**config.mk**
```make
export PLATFORM = sky130hd
export DESIGN_NAME = rbs_top
export DESIGN_NICKNAME = d
export VERILOG_FILES = /design/src/hdl/rbs_pkg.sv /design/src/hdl/rbs_top.sv /design/src/hdl/rbs_req_filter.sv
export SDC_FILE = /design/constraint.sdc
export NUM_CORES = 1
export LEC_CHECK = 0
export ABC_CLOCK_PERIOD_IN_PS = 2540
export BUFFER_PORTS_ARGS = -buffer_cell sky130_fd_sc_hd__buf_4
export CELL_PAD_IN_SITES_DETAIL_PLACEMENT = 1
export CELL_PAD_IN_SITES_GLOBAL_PLACEMENT = 2
export CORE_MARGIN = 3
export CORE_UTILIZATION = 36
export CTS_CLUSTER_SIZE = 30
export DETAILED_ROUTE_END_ITERATION = 8
export PLACE_DENSITY = 0.91
export SLEW_MARGIN = 20
export SYNTH_ARGS = -nofsm -noshare
export SYNTH_HDL_FRONTEND = slang
export SYNTH_SLANG_ARGS = --single-unit
```
**constraint.sdc**
```tcl
create_clock -name clk_i -period 2.54 [get_ports clk_i]
set_input_delay 0 -clock clk_i [delete_from_list [all_inputs] [get_ports clk_i]]
set_output_delay 0 -clock clk_i [all_outputs]
set_load 0.05 [all_outputs]
```
**src/hdl/rbs_pkg.sv**
```systemverilog
package rbs_pkg;

  // ----------------------------------------------------------------
  // Clock and timing
  // ----------------------------------------------------------------
  localparam int unsigned CLK_PERIOD_NS  = 4;         // 250 MHz system clock
  localparam int unsigned REQ1_REJECT_NS = 50;        // Shorter lows are noise
  localparam int unsigned REQ1_CYC       = (REQ1_REJECT_NS + CLK_PERIOD_NS - 1) / CLK_PERIOD_NS;
  localparam int unsigned REQ2_REJECT_MS = 20;        // Shorter lows are noise
  localparam int unsigned REQ2_CYC       = (REQ2_REJECT_MS * 1000000) / CLK_PERIOD_NS;
  localparam int unsigned STRETCH_MS     = 40;        // Least reset stretch
  localparam int unsigned STRETCH_CYC    = (STRETCH_MS * 1000000) / CLK_PERIOD_NS;
  localparam longint unsigned CHECK_HOURS = 24;       // Battery check period
  localparam longint unsigned CHECK_CYC  =
    (CHECK_HOURS * 64'd3600 * 64'd1000000000) / CLK_PERIOD_NS;

  // ----------------------------------------------------------------
  // Register offsets (byte addresses)
  // ----------------------------------------------------------------
  localparam logic [7:0] ADR_FLAGS    = 8'h00;        // Battery flag
  localparam logic [7:0] ADR_CTRL     = 8'h04;        // Hold, test, alarm enables
  localparam logic [7:0] ADR_WDOG     = 8'h08;        // Watchdog fields
  localparam logic [7:0] ADR_IRQ_STAT = 8'h0C;        // Sticky events, read only
  localparam logic [7:0] ADR_IRQ_EN   = 8'h10;        // Interrupt enables
  localparam logic [7:0] ADR_IRQ_CLR  = 8'h14;        // Write one to clear

  // ----------------------------------------------------------------
  // Field positions
  // ----------------------------------------------------------------
  localparam int unsigned FLG_BATT_LOW  = 4;
  localparam int unsigned CTL_WHOLD     = 0;
  localparam int unsigned CTL_RHOLD     = 1;
  localparam int unsigned CTL_FTEST     = 2;
  localparam int unsigned CTL_AFE       = 3;
  localparam int unsigned CTL_ABE       = 4;
  localparam int unsigned WDG_RES_LSB   = 0;
  localparam int unsigned WDG_MUL_LSB   = 2;
  localparam int unsigned WDG_STEER     = 7;
  localparam int unsigned IRQ_BATT      = 0;
  localparam int unsigned IRQ_RESET     = 1;
  localparam int unsigned IRQ_PFAIL     = 2;
  localparam int unsigned IRQ_W         = 3;

  // ----------------------------------------------------------------
  // Reset values
  // ----------------------------------------------------------------
  localparam logic [4:0]       CTRL_RST = 5'h00;
  localparam logic [7:0]       WDOG_RST = 8'h00;
  localparam logic [IRQ_W-1:0] IRQ_RST  = 3'h0;

  // Sequencer states, one-hot
  typedef enum logic [3:0] {
    ST_IDLE    = 4'h1,
    ST_HOLD    = 4'h2,
    ST_STRETCH = 4'h4,
    ST_PWRDN   = 4'h8
  } rbs_state_t;

endpackage : rbs_pkg

```
**src/hdl/rbs_top.sv**
```systemverilog
// Behaviour
// RULE1 - Ignore request one lows under 50 ns
// RULE2 - Ignore request two lows under 20 ms
// RULE3 - Hold reset 40-200 ms after request release
// RULE4 - Check battery at power-up and daily
// RULE5 - Low battery sets flag bit four
// RULE6 - Flag stays until a later check passes
// RULE7 - No battery checks without main supply
// RULE8 - Power application clears watchdog, alarms, tests
// RULE9 - Initial power-up also clears read hold
// RULE10 - Reset clears holds, test, alarms, watchdog
// RULE11 - Power-down keeps read hold and alarms
// RULE12 - Ignore request inputs while reset stretches
// RULE13 - Power-up gives same reset pulse length
// RULE14 - Either request input alone starts reset
`timescale 1ns/100ps

module rbs_top
  import rbs_pkg::*;
#(
  parameter int unsigned     REQ2_CYCLES    = REQ2_CYC,     // Request two filter length
  parameter int unsigned     STRETCH_CYCLES = STRETCH_CYC,  // Reset stretch length
  parameter longint unsigned CHECK_CYCLES   = CHECK_CYC     // Battery check period
)
(
  // Clock and reset
  input  wire logic        clk_i,
  input  wire logic        sys_rst_i,
  // Wishbone slave
  input  wire logic        wb_cyc_i,
  input  wire logic        wb_stb_i,
  input  wire logic        wb_we_i,
  input  wire logic [7:0]  wb_adr_i,
  input  wire logic [3:0]  wb_sel_i,
  input  wire logic [31:0] wb_dat_i,
  output logic      [31:0] wb_dat_o,
  output logic             wb_ack_o,
  // Reset request inputs, active low
  input  wire logic        reset_request_one_n_i,
  input  wire logic        reset_request_two_n_i,
  // Supply and battery monitors
  input  wire logic        power_good_i,
  input  wire logic        battery_ok_i,
  // Processor reset, open drain
  output logic             proc_reset_n_o,
  output logic             proc_reset_oe_o,
  // Status and interrupt
  output logic             battery_low_flag_o,
  output logic             irq_o
);

  // ----------------------------------------------------------------
  // Declarations
  // ----------------------------------------------------------------
  rbs_state_t        state;               // Reset sequencer state
  logic [31:0]       stretch_cnt;         // Cycles left in stretch
  logic              req_one_ok;          // Filtered request one
  logic              req_two_ok;          // Filtered request two
  logic              trig_one;            // Request one started hold
  logic              trig_two;            // Request two started hold
  logic              req_event;           // Accepted request, one cycle
  logic              pwr_q;               // Supply level last cycle
  logic              pwr_rise;            // Supply came up
  logic              pwr_fall;            // Supply went down
  logic [63:0]       period_cnt;          // Battery check period
  logic              check_now;           // Battery sampled this cycle
  logic              battery_low_flag;    // Sticky battery status
  logic              write_hold;          // Clock update hold for writes
  logic              read_hold;           // Clock update hold for reads
  logic              frequency_test;      // Test output enable
  logic              alarm_flag_enable;   // Alarm interrupt enable
  logic              alarm_backup_enable; // Alarm in back-up enable
  logic              watchdog_steer;      // Watchdog output steering
  logic [4:0]        watchdog_multiplier; // Watchdog timeout multiplier
  logic [1:0]        watchdog_resolution; // Watchdog timeout resolution
  logic [IRQ_W-1:0]  irq_stat;            // Sticky events
  logic [IRQ_W-1:0]  irq_en;              // Event enables
  logic [IRQ_W-1:0]  irq_set;             // Events this cycle
  logic              bus_req;             // Fresh bus access
  logic              bus_wr;              // Write with low lane on
  logic [31:0]       next_rdata;          // Read mux

  // ----------------------------------------------------------------
  // Request filters
  // ----------------------------------------------------------------
  rbs_req_filter #(.THRESH(REQ1_CYC)) u_filt_one (
    .clk_i     (clk_i),
    .sys_rst_i (sys_rst_i),
    .req_n_i   (reset_request_one_n_i),
    .valid_o   (req_one_ok)
  );

  rbs_req_filter #(.THRESH(REQ2_CYCLES)) u_filt_two (
    .clk_i     (clk_i),
    .sys_rst_i (sys_rst_i),
    .req_n_i   (reset_request_two_n_i),
    .valid_o   (req_two_ok)
  );

  // ----------------------------------------------------------------
  // Supply edge detection
  // ----------------------------------------------------------------
  // Starts low so a supply already good at release counts as power-up
  always_ff @(posedge clk_i)
  begin
    if (sys_rst_i)
      pwr_q <= 1'b0;
    else
      pwr_q <= power_good_i;
  end

  assign pwr_rise = power_good_i && !pwr_q;
  assign pwr_fall = !power_good_i && pwr_q;

  // Requests count only in idle, so a stretch is never restarted
  assign req_event = (state == ST_IDLE) && power_good_i && (req_one_ok || req_two_ok);  // RULE12 RULE14

  // ----------------------------------------------------------------
  // Reset sequencer
  // ----------------------------------------------------------------
  // Supply loss overrides everything; reset is held through back-up
  always_ff @(posedge clk_i)
  begin
    if (sys_rst_i)
    begin
      state       <= ST_PWRDN;
      stretch_cnt <= 32'h0;
      trig_one    <= 1'b0;
      trig_two    <= 1'b0;
    end
    else if (!power_good_i)
      state <= ST_PWRDN;
    else
    begin
      case (state)
        ST_IDLE:
        begin
          // Remember which line fired, wait for it alone
          if (req_event)
          begin
            trig_one <= req_one_ok;  // RULE14
            trig_two <= req_two_ok;
            state    <= ST_HOLD;
          end
        end
        ST_HOLD:
        begin
          // Stretch starts once the firing lines are back high
          if ((!trig_one || reset_request_one_n_i) && (!trig_two || reset_request_two_n_i))
          begin
            stretch_cnt <= STRETCH_CYCLES - 1;  // RULE3
            state       <= ST_STRETCH;
          end
        end
        ST_STRETCH:
        begin
          // Inputs not looked at here
          if (stretch_cnt == 32'h0)  // RULE12
            state <= ST_IDLE;
          else
            stretch_cnt <= stretch_cnt - 32'h1;
        end
        ST_PWRDN:
        begin
          // Supply is good again: same pulse as a request
          stretch_cnt <= STRETCH_CYCLES - 1;  // RULE13
          state       <= ST_STRETCH;
        end
        default:
          state <= ST_PWRDN;
      endcase
    end
  end

  // Open-drain reset: pull low in every state but idle
  assign proc_reset_n_o  = 1'b0;
  assign proc_reset_oe_o = (state != ST_IDLE);  // RULE3 RULE13

  // ----------------------------------------------------------------
  // Battery monitor
  // ----------------------------------------------------------------
  // Period restarts at each power-up and only runs on main supply
  always_ff @(posedge clk_i)
  begin
    if (sys_rst_i || !power_good_i || pwr_q != power_good_i)
      period_cnt <= 64'h0;
    else if (period_cnt == CHECK_CYCLES - 1)
      period_cnt <= 64'h0;
    else
      period_cnt <= period_cnt + 64'h1;
  end

  // Check on power-up and at each period end, never in back-up
  assign check_now = power_good_i && (pwr_rise || period_cnt == CHECK_CYCLES - 1);  // RULE4 RULE7

  // Flag follows the latest check and holds in between
  always_ff @(posedge clk_i)
  begin
    if (sys_rst_i)
      battery_low_flag <= 1'b0;
    else if (check_now)
      battery_low_flag <= !battery_ok_i;  // RULE5 RULE6
  end

  assign battery_low_flag_o = battery_low_flag;

  // ----------------------------------------------------------------
  // Control bits with their default values
  // ----------------------------------------------------------------
  assign bus_req = wb_cyc_i && wb_stb_i && !wb_ack_o;
  // Writes lost while the supply is out, as in back-up
  assign bus_wr  = bus_req && wb_we_i && wb_sel_i[0] && power_good_i;

  // Event order: initial power-up, power edges, reset, then bus writes
  always_ff @(posedge clk_i)
  begin
    if (sys_rst_i)
    begin
      // Initial power-up clears read hold too
      write_hold          <= CTRL_RST[CTL_WHOLD];  // RULE8 RULE9
      read_hold           <= CTRL_RST[CTL_RHOLD];
      frequency_test      <= CTRL_RST[CTL_FTEST];
      alarm_flag_enable   <= CTRL_RST[CTL_AFE];
      alarm_backup_enable <= CTRL_RST[CTL_ABE];
    end
    else if (pwr_fall)
    begin
      // Read hold and alarm enables survive power-down
      write_hold     <= 1'b0;  // RULE11
      frequency_test <= 1'b0;
    end
    else if (pwr_rise)
    begin
      // Later power-up: alarms off, read hold kept
      write_hold          <= 1'b0;  // RULE8 RULE11
      frequency_test      <= 1'b0;
      alarm_flag_enable   <= 1'b0;
      alarm_backup_enable <= 1'b0;
    end
    else if (req_event)
    begin
      write_hold          <= 1'b0;  // RULE10
      read_hold           <= 1'b0;
      frequency_test      <= 1'b0;
      alarm_flag_enable   <= 1'b0;
      alarm_backup_enable <= 1'b0;
    end
    else if (bus_wr && wb_adr_i == ADR_CTRL)
    begin
      write_hold          <= wb_dat_i[CTL_WHOLD];
      read_hold           <= wb_dat_i[CTL_RHOLD];
      frequency_test      <= wb_dat_i[CTL_FTEST];
      alarm_flag_enable   <= wb_dat_i[CTL_AFE];
      alarm_backup_enable <= wb_dat_i[CTL_ABE];
    end
  end

  // Watchdog fields cleared by every supply and reset event
  always_ff @(posedge clk_i)
  begin
    if (sys_rst_i || pwr_fall || pwr_rise || req_event)
    begin
      watchdog_steer      <= WDOG_RST[WDG_STEER];  // RULE8 RULE10 RULE11
      watchdog_multiplier <= WDOG_RST[WDG_MUL_LSB +: 5];
      watchdog_resolution <= WDOG_RST[WDG_RES_LSB +: 2];
    end
    else if (bus_wr && wb_adr_i == ADR_WDOG)
    begin
      watchdog_steer      <= wb_dat_i[WDG_STEER];
      watchdog_multiplier <= wb_dat_i[WDG_MUL_LSB +: 5];
      watchdog_resolution <= wb_dat_i[WDG_RES_LSB +: 2];
    end
  end

  // ----------------------------------------------------------------
  // Interrupts
  // ----------------------------------------------------------------
  assign irq_set[IRQ_BATT]  = check_now && !battery_ok_i;
  assign irq_set[IRQ_RESET] = req_event;
  assign irq_set[IRQ_PFAIL] = pwr_fall;

  // Set beats a clear in the same cycle
  always_ff @(posedge clk_i)
  begin
    if (sys_rst_i)
      irq_stat <= IRQ_RST;
    else if (bus_wr && wb_adr_i == ADR_IRQ_CLR)
      irq_stat <= (irq_stat & ~wb_dat_i[IRQ_W-1:0]) | irq_set;
    else
      irq_stat <= irq_stat | irq_set;
  end

  // Enable register
  always_ff @(posedge clk_i)
  begin
    if (sys_rst_i)
      irq_en <= IRQ_RST;
    else if (bus_wr && wb_adr_i == ADR_IRQ_EN)
      irq_en <= wb_dat_i[IRQ_W-1:0];
  end

  assign irq_o = |(irq_stat & irq_en);

  // ----------------------------------------------------------------
  // Wishbone read and acknowledge
  // ----------------------------------------------------------------
  // Unmapped and write-only addresses read zero
  always_comb
  begin
    next_rdata = 32'h0;
    case (wb_adr_i)
      ADR_FLAGS:    next_rdata[FLG_BATT_LOW] = battery_low_flag;
      ADR_CTRL:     next_rdata[4:0] = {alarm_backup_enable, alarm_flag_enable,
                                       frequency_test, read_hold, write_hold};
      ADR_WDOG:     next_rdata[7:0] = {watchdog_steer, watchdog_multiplier,
                                       watchdog_resolution};
      ADR_IRQ_STAT: next_rdata[IRQ_W-1:0] = irq_stat;
      ADR_IRQ_EN:   next_rdata[IRQ_W-1:0] = irq_en;
      default:      next_rdata = 32'h0;
    endcase
  end

  // One wait state; ack drops the cycle after it is given
  always_ff @(posedge clk_i)
  begin
    if (sys_rst_i)
    begin
      wb_ack_o <= 1'b0;
      wb_dat_o <= 32'h0;
    end
    else
    begin
      wb_ack_o <= bus_req;
      if (bus_req && !wb_we_i)
        wb_dat_o <= next_rdata;
    end
  end
endmodule : rbs_top

```
**src/hdl/rbs_req_filter.sv**
```systemverilog
`timescale 1ns/100ps

module rbs_req_filter
  import rbs_pkg::*;
#(
  parameter int unsigned THRESH = 13
)
(
  // Clock and reset
  input  wire logic clk_i,
  input  wire logic sys_rst_i,
  // Request line, active low
  input  wire logic req_n_i,
  // Qualified request
  output logic      valid_o
);

  // ----------------------------------------------------------------
  // Low-time counter
  // ----------------------------------------------------------------
  logic [31:0] low_cnt;  // Consecutive low cycles, saturates

  // Any high sample restarts the count, so glitches never add up
  always_ff @(posedge clk_i)
  begin
    if (sys_rst_i)
      low_cnt <= 32'h0;
    else if (req_n_i)
      low_cnt <= 32'h0;
    else if (low_cnt != THRESH)
      low_cnt <= low_cnt + 32'h1;
  end

  // Request counts once the line was low long enough
  assign valid_o = (low_cnt == THRESH);  // RULE1 RULE2
endmodule : rbs_req_filter

```
==> run summary, run 1 <==
outcome: complete, no violations
combinational group share of total power: 0.076
IO buf count: 37
Sequential Power Share: 0.496
leakage: 3.623 nW
Via Count: 7,883
Yosys warning count: 0
Num CTS Buffers: 17
placed inst area: 10,120 um^2
hold path depth: 3
largest net degree at the start of global routing: 42
die height: 167.9 um
DRT antenna net count: 0
drt first pass iters: 4
die area: 28,180 um^2
delay-heaviest family, CP: simple AND/OR/NAND/NOR gates
Clock Skews: 0.01296 ns
Critical Path Fanout Max: 6
clock share of power: 0.429
initial antenna violation count: 1
fin crit share: 0.9276
Tightest Pin Transition: 0.6634 ns
NetSw: 0.001594 W
Post-synth top flop: dfxtp_1
Clock transition at path regs: 0.07 ns
crit path DAT: 2.65 ns
CTS tree: done
Cell Count, Final, Fillers Out: 1,528
via/cell ratio: 5.159
Synth Register Bits: 196
P per Cell Area: 583.8 nW/um^2
Synth cell types: 61
Worst path max stage delay: 0.59 ns
Sw Share: 0.2504
RSZ-0062 raised after global routing: no
per-cell routed wire length: 14.85 um
Final Hold Vio Count: 0
row count: 58
Worst-Skew Late Latency: 0.43 ns
RD Place Congestion: 0.7827
post-DP HPWL: 15,860 um
Layout fillers: 2,998
grt total ovfl: 0
vias in the first global route: 8,095
total track usage: 0.1607
Post-synth EDFFs: 0
DRC Markers: 0
Post-Syn Instances: 1,119
Post-Route Setup TNS: 0 ns
CP Depth: 6
mapped cell area: 9433 um^2
CP Class: reg -> reg
Required @ worst endpoint: 2.84 ns
Layout area overhead: 15.60%
dpl cells: 1,479
max_cap viols: 0
HP Class: in -> reg
clock period minus worst slack: 2.356 ns
final setup vio count: 0
mean area per synthesized cell: 8.430 um^2
Final Max Slew Viols: 0
drt total wl: 22,700 um
Max Freq: 424.4 MHz
Initial Utilization: 0.3703
commonest cells after routing, fill and taps aside: nor2_1 (198), dfxtp_1 (196), xnor2_1 (87)
Root Driver: clkbuf_16
first-pass GRT wire length: 38,580 um
H-tree levels: 4
CTS sink count: 196
sequential area share after synthesis: 0.4160
CP bufs+invs: 0
relative slew slack: 0.5577
antenna cells: 0
slowest cell on the critical path: or4_1
Reg2Reg Depth: 6
layout cells sized above 1: 0.1052
Post-CTS Setup Repair Bufs: 0
Peak supply drop: 452.6 uV
startpoint types: flip-flop
Setup crit end kind: flip-flop
nets: 1,246
initial DRC count: 339
Final Instance Area: 10,900 um^2
critical path, cell by cell: or4_1 > or3_1 > or2_1 > nor3b_1 > xnor2_1 > a21oi_1
Int Pwr: 0.004771 W
io pins: 90
async set or reset register ratio after synthesis: 0
CORE AREA: 25,470 um^2
commonest non-fill, non-tap cell in the layout: nor2_1
clock buffer depth: 2
Die Width: 167.9 um
-- through the flow --
step           hold WS [ns]  setup slack [ns]  utilization  total power (W)
5_1_grt             0.03060          0.007144       0.4281         0.006619
3_5_place_dp         0.2434            0.2586       0.3972         0.003688
6_report            0.01804            0.1838       0.4281         0.006365
2_1_floorplan        0.1069            0.3265            -         0.003576
4_1_cts            0.002393            0.1280       0.4270         0.006442
3_3_place_gp         0.2378            0.2845       0.3972         0.003677
-- cells by family (layout without fill, tap and decap cells) --
kind of cell	count (synthesis)	count (layout)	share of synthesized area
xor gates and xnor gates	137	137	0.1272
other	1	25	0.0003975
adders and majority gates	8	8	0.01061
and+or+nand+nor	566	566	0.3153
muxes	18	18	0.01923
DFF	196	196	0.4160
AOI/OAI and AO/OA	96	96	0.06062
buffers and inverters	97	152	0.05067
-- repair_timing --
item | in CTS | in global routing
endpoints found under the setup margin | 0 | 1
hold endpoints to repair | 39 | 0
gates resized for setup | 0 | 5
hold buffers | 17 | 0
-- worst min-delay path: stages --
cell,delay (ns)
buf_4,0.11
nand3b_1,0.21
nor2_1,0.07
-- routing by layer --
metal  vias up  share of wire  GRT usage
met5         -        0.00031          0
met4         2          0.015    0.04162
met3        21          0.026    0.02888
met2        90           0.47     0.2680
met1      3797           0.49     0.2156
li1       3973              -          -
-- cell usage after synthesis, types with 6 or more instances --
library cell,count,share of area
mux2i_1,17,0.018
a21oi_1,45,0.024
ha_1,8,0.011
nand2b_1,6,0.0040
nand3_1,51,0.027
nor2b_1,9,0.0060
clkbuf_1,33,0.013
nor4_1,45,0.030
and3_1,25,0.017
nand2_1,74,0.029
nand4_1,42,0.028
xor2_1,50,0.046
or3_1,25,0.017
nor3_1,27,0.014
nor4b_1,12,0.011
dfxtp_1,196,0.42
inv_1,35,0.014
nor2_1,198,0.079
o21ai_0,26,0.014
buf_4,25,0.020
and4_1,10,0.0093
xnor2_1,87,0.081
-- final cells by class --
type	count	area [um^2]	area share
multi-input combinational	850	5154	0.4726
sequential	196	3924	0.3598
timing repair buffer	85	693.2	0.06357
clock buffer	19	442.9	0.04062
tap	330	412.9	0.03787
clock inverter	13	146.4	0.01343
inverter	35	131.4	0.01205
-- power by group through the flow --
stage / clock network, W / registers, W / logic (W)
after floorplan: 0 / 0.00322 / 0.000359
final: 0.00273 / 0.00316 / 0.000481
after global routing: 0.00293 / 0.00316 / 0.000528
after detailed placement: 0 / 0.00323 / 0.000462
after global placement: 0 / 0.00322 / 0.000454
after CTS: 0.00280 / 0.00315 / 0.000483
-- flip-flops by register name (all words and copies together) (netlist names), 2 cells and up --
name                 flops
stretch_cnt             32
u_filt_two.low_cnt      32
irq_en                   3
wb_dat_o                 8
u_filt_one.low_cnt      32
watchdog_multiplier      5
watchdog_resolution      2
irq_stat                 3
period_cnt              64
state                    4
-- worst paths after layout --
check,start,slack (ns),endpoint
min,wb_stb_i,0.02,wb_ack_o$_SDFF_PP0_
min reg2reg,period_cnt[0]$_SDFF_PP0_,0.46,period_cnt[0]$_SDFF_PP0_
max,stretch_cnt[2]$_SDFFE_PP0P_,0.18,stretch_cnt[9]$_SDFFE_PP0P_
max reg2reg,stretch_cnt[2]$_SDFFE_PP0P_,0.18,stretch_cnt[9]$_SDFFE_PP0P_
No activity file was read; power rests on OpenSTA's default activity.
==> inputs of run 2 (changes only) <==
--- a/config.mk
+++ b/config.mk
@@ -13,6 +13,7 @@
 export CORE_UTILIZATION = 36
 export CTS_CLUSTER_SIZE = 30
 export DETAILED_ROUTE_END_ITERATION = 8
+export HOLD_SLACK_MARGIN = 0.02
 export PLACE_DENSITY = 0.91
 export SLEW_MARGIN = 20
 export SYNTH_ARGS = -nofsm -noshare
==> constraint.sdc (replaced) <==
create_clock -name clk_i -period 2.54 [get_ports clk_i]
set_input_delay 0.381 -clock clk_i [delete_from_list [all_inputs] [get_ports clk_i]]
set_output_delay 0.381 -clock clk_i [all_outputs]
set_load 0.05 [all_outputs]
==> run 2 against run 1 <==
  * First-iteration DRC count is 25% higher
  * Register-to-register slack better by 0.05 ns
  * Clock-buffer cell count unchanged
  * Clock power fell by 4%
==> run summary, run 2 (same netlist as run 1, synthesis figures left out) <==
outcome: complete, no violations
grt total ovfl: 0 (unchanged)
Required @ worst endpoint: 2.85 ns (about the same)
max FFs per register: 64 (unchanged)
Hold Path Sink: irq_stat[0]$_SDFF_PP0_
clock period minus worst slack: 2.305 ns (-0.05132 ns)
via/cell ratio: 5.214 (+1.1%)
CP Class: reg -> reg
die area: 28,180 um^2 (unchanged)
hold path depth: 2 (-1)
largest net degree at the start of global routing: 37 (-12%)
relative slew slack: 0.5848 (+0.02711)
CTS tree: done
per-cell routed wire length: 14.86 um (about the same)
commonest cells after routing, fill and taps aside: nor2_1 (198), dfxtp_1 (196), xnor2_1 (87)
Peak supply drop: 435.0 uV (-3.9%)
hold_ws: 0.1807 ns (+0.1627 ns)
Num CTS Buffers: 17 (unchanged)
row count: 58 (unchanged)
layout cells sized above 1: 0.1063 (+0.001154)
total track usage: 0.1607 (about the same)
antenna cells: 0 (unchanged)
vias in the first global route: 7,949 (-1.8%)
IO buf count: 37 (unchanged)
Reg2Reg Depth: 6 (unchanged)
CTS sink count: 196 (unchanged)
Initial Utilization: 0.3703 (unchanged)
clock buffer depth: 2 (unchanged)
Max Freq: 433.9 MHz (+2.2%)
DRT antenna net count: 0 (unchanged)
startpoint types: flip-flop
Post-CTS Setup Repair Bufs: 0 (unchanged)
Via Count: 7,899 (+0.20%)
initial DRC count: 423 (+25%)
H-tree levels: 4 (unchanged)
HP Class: in -> reg
cts repair resizes: 0 (unchanged)
Die Width: 167.9 um (unchanged)
Final Max Slew Viols: 0 (unchanged)
Layout area overhead: 13.73%
Setup crit end kind: flip-flop
commonest non-fill, non-tap cell in the layout: nor2_1
Worst-Skew Late Latency: 0.44 ns (about the same)
RD Place Congestion: 0.7686 (-1.8%)
final setup vio count: 0 (unchanged)
Root Driver: clkbuf_16
first-pass GRT wire length: 38,570 um (about the same)
Critical Path Fanout Max: 6 (unchanged)
max_cap viols: 0 (unchanged)
R2R setup slack: 0.24 ns (+0.05 ns)
crit path DAT: 2.62 ns (-0.03 ns)
CORE AREA: 25,470 um^2 (unchanged)
Worst R2R End: stretch_cnt[9]$_SDFFE_PP0P_
die height: 167.9 um (unchanged)
drt first pass iters: 4 (unchanged)
nets: 1,233 (-1.0%)
io pins: 90 (unchanged)
initial antenna violation count: 1 (unchanged)
fin crit share: 0.9074 (-0.02020)
Clock Skews: 0.01594 ns (+0.002978 ns)
DRC Markers: 0 (unchanged)
P per Cell Area: 580.7 nW/um^2 (-0.53%)
Final Hold Vio Count: 0 (unchanged)
Clock transition at path regs: 0.08 ns (about the same)
RSZ-0062 raised after global routing: no
post-DP HPWL: 15,940 um (+0.53%)
hold path start: battery_ok_i
Worst R2R Start: stretch_cnt[2]$_SDFFE_PP0P_
Post-CTS Hold Buffers: 0 (-17)
drt total wl: 22,510 um (-0.82%)
largest register by flop count: period_cnt
Tightest Pin Transition: 0.6228 ns (-0.04067 ns)
leakage: 3.551 nW (-2.0%)
Post-Route Setup TNS: 0 ns (unchanged)
## run 2: cell count changes in the layout (fill, tap and decap cells not counted), moves of 2 or more
cell / delta
buf_4: +3
nor4b_2: -3
inv_8: +2
dlygate4sd3_1: -17
bufinv_16: -2
clkinv_2: -2
nor4b_1: +3
clkinv_4: +2
## run 2: worst max path at each step
stage                                          end  cells after the start  slack [ns]                                 from
2_1_floorplan     alarm_backup_enable$_SDFFE_PP0P_                      6        0.33  u_filt_two.low_cnt[12]$_SDFFE_PP0P_
3_3_place_gp   watchdog_multiplier[4]$_SDFFE_PP0P_                      8        0.28                          wb_adr_i[0]
3_5_place_dp   watchdog_multiplier[4]$_SDFFE_PP0P_                      8        0.22                          wb_adr_i[0]
4_1_cts           alarm_backup_enable$_SDFFE_PP0P_                      6        0.21  u_filt_two.low_cnt[12]$_SDFFE_PP0P_
5_1_grt           alarm_backup_enable$_SDFFE_PP0P_                      6        0.11  u_filt_two.low_cnt[14]$_SDFFE_PP0P_
6_report               stretch_cnt[9]$_SDFFE_PP0P_                      6        0.24          stretch_cnt[2]$_SDFFE_PP0P_
## run 2: routing by layer
layer	up-vias	wire length [um]	track usage
met5	-	17	0
met4	2	318	0.04411
met3	21	705	0.03146
met2	105	10450	0.2629
met1	3825	11020	0.2176
li1	3946	-	-
## run 2: layout make-up
class | instances | area [um^2]
Clock inverter | 13 | 115.1
Clock buffer | 19 | 452.9
Multi-Input combinational cell | 850 | 5126
Fill cell | 3065 | 14740
Sequential cell | 196 | 3924
Inverter | 35 | 131.4
Timing Repair Buffer | 72 | 565.5
Tap cell | 330 | 412.9
## run 2: critical path: stages, from the launching register on
cell and delay [ns]:
dfxtp_1 0.37, or4_1 0.59, or3_1 0.37, or2_1 0.28, nor3b_1 0.28, xnor2_1 0.18
a21oi_1 0.10
## run 2: metrics by stage
stage          instances    util  worst slack (ns)  cell area (um^2)  total power, W
3_5_place_dp        1483  0.3989            0.2243             10160        0.003690
5_1_grt             1515  0.4212            0.1139             10730        0.006497
6_report            1515  0.4212            0.2351             10730        0.006230
4_1_cts             1515  0.4212            0.2051             10730        0.006325
2_1_floorplan       1143       -            0.3265              9523        0.003576
3_3_place_gp        1483  0.3989            0.2812             10160        0.003679
## run 2: power by group
group / switching (W) / total, W / internal, W / leakage (nW)
registers: 0.0000441 / 0.00315 / 0.00311 / 1.58
clock network: 0.00127 / 0.00261 / 0.00134 / 0.271
logic: 0.000312 / 0.000468 / 0.000156 / 1.70
total: 0.00163 / 0.00623 / 0.00460 / 3.55
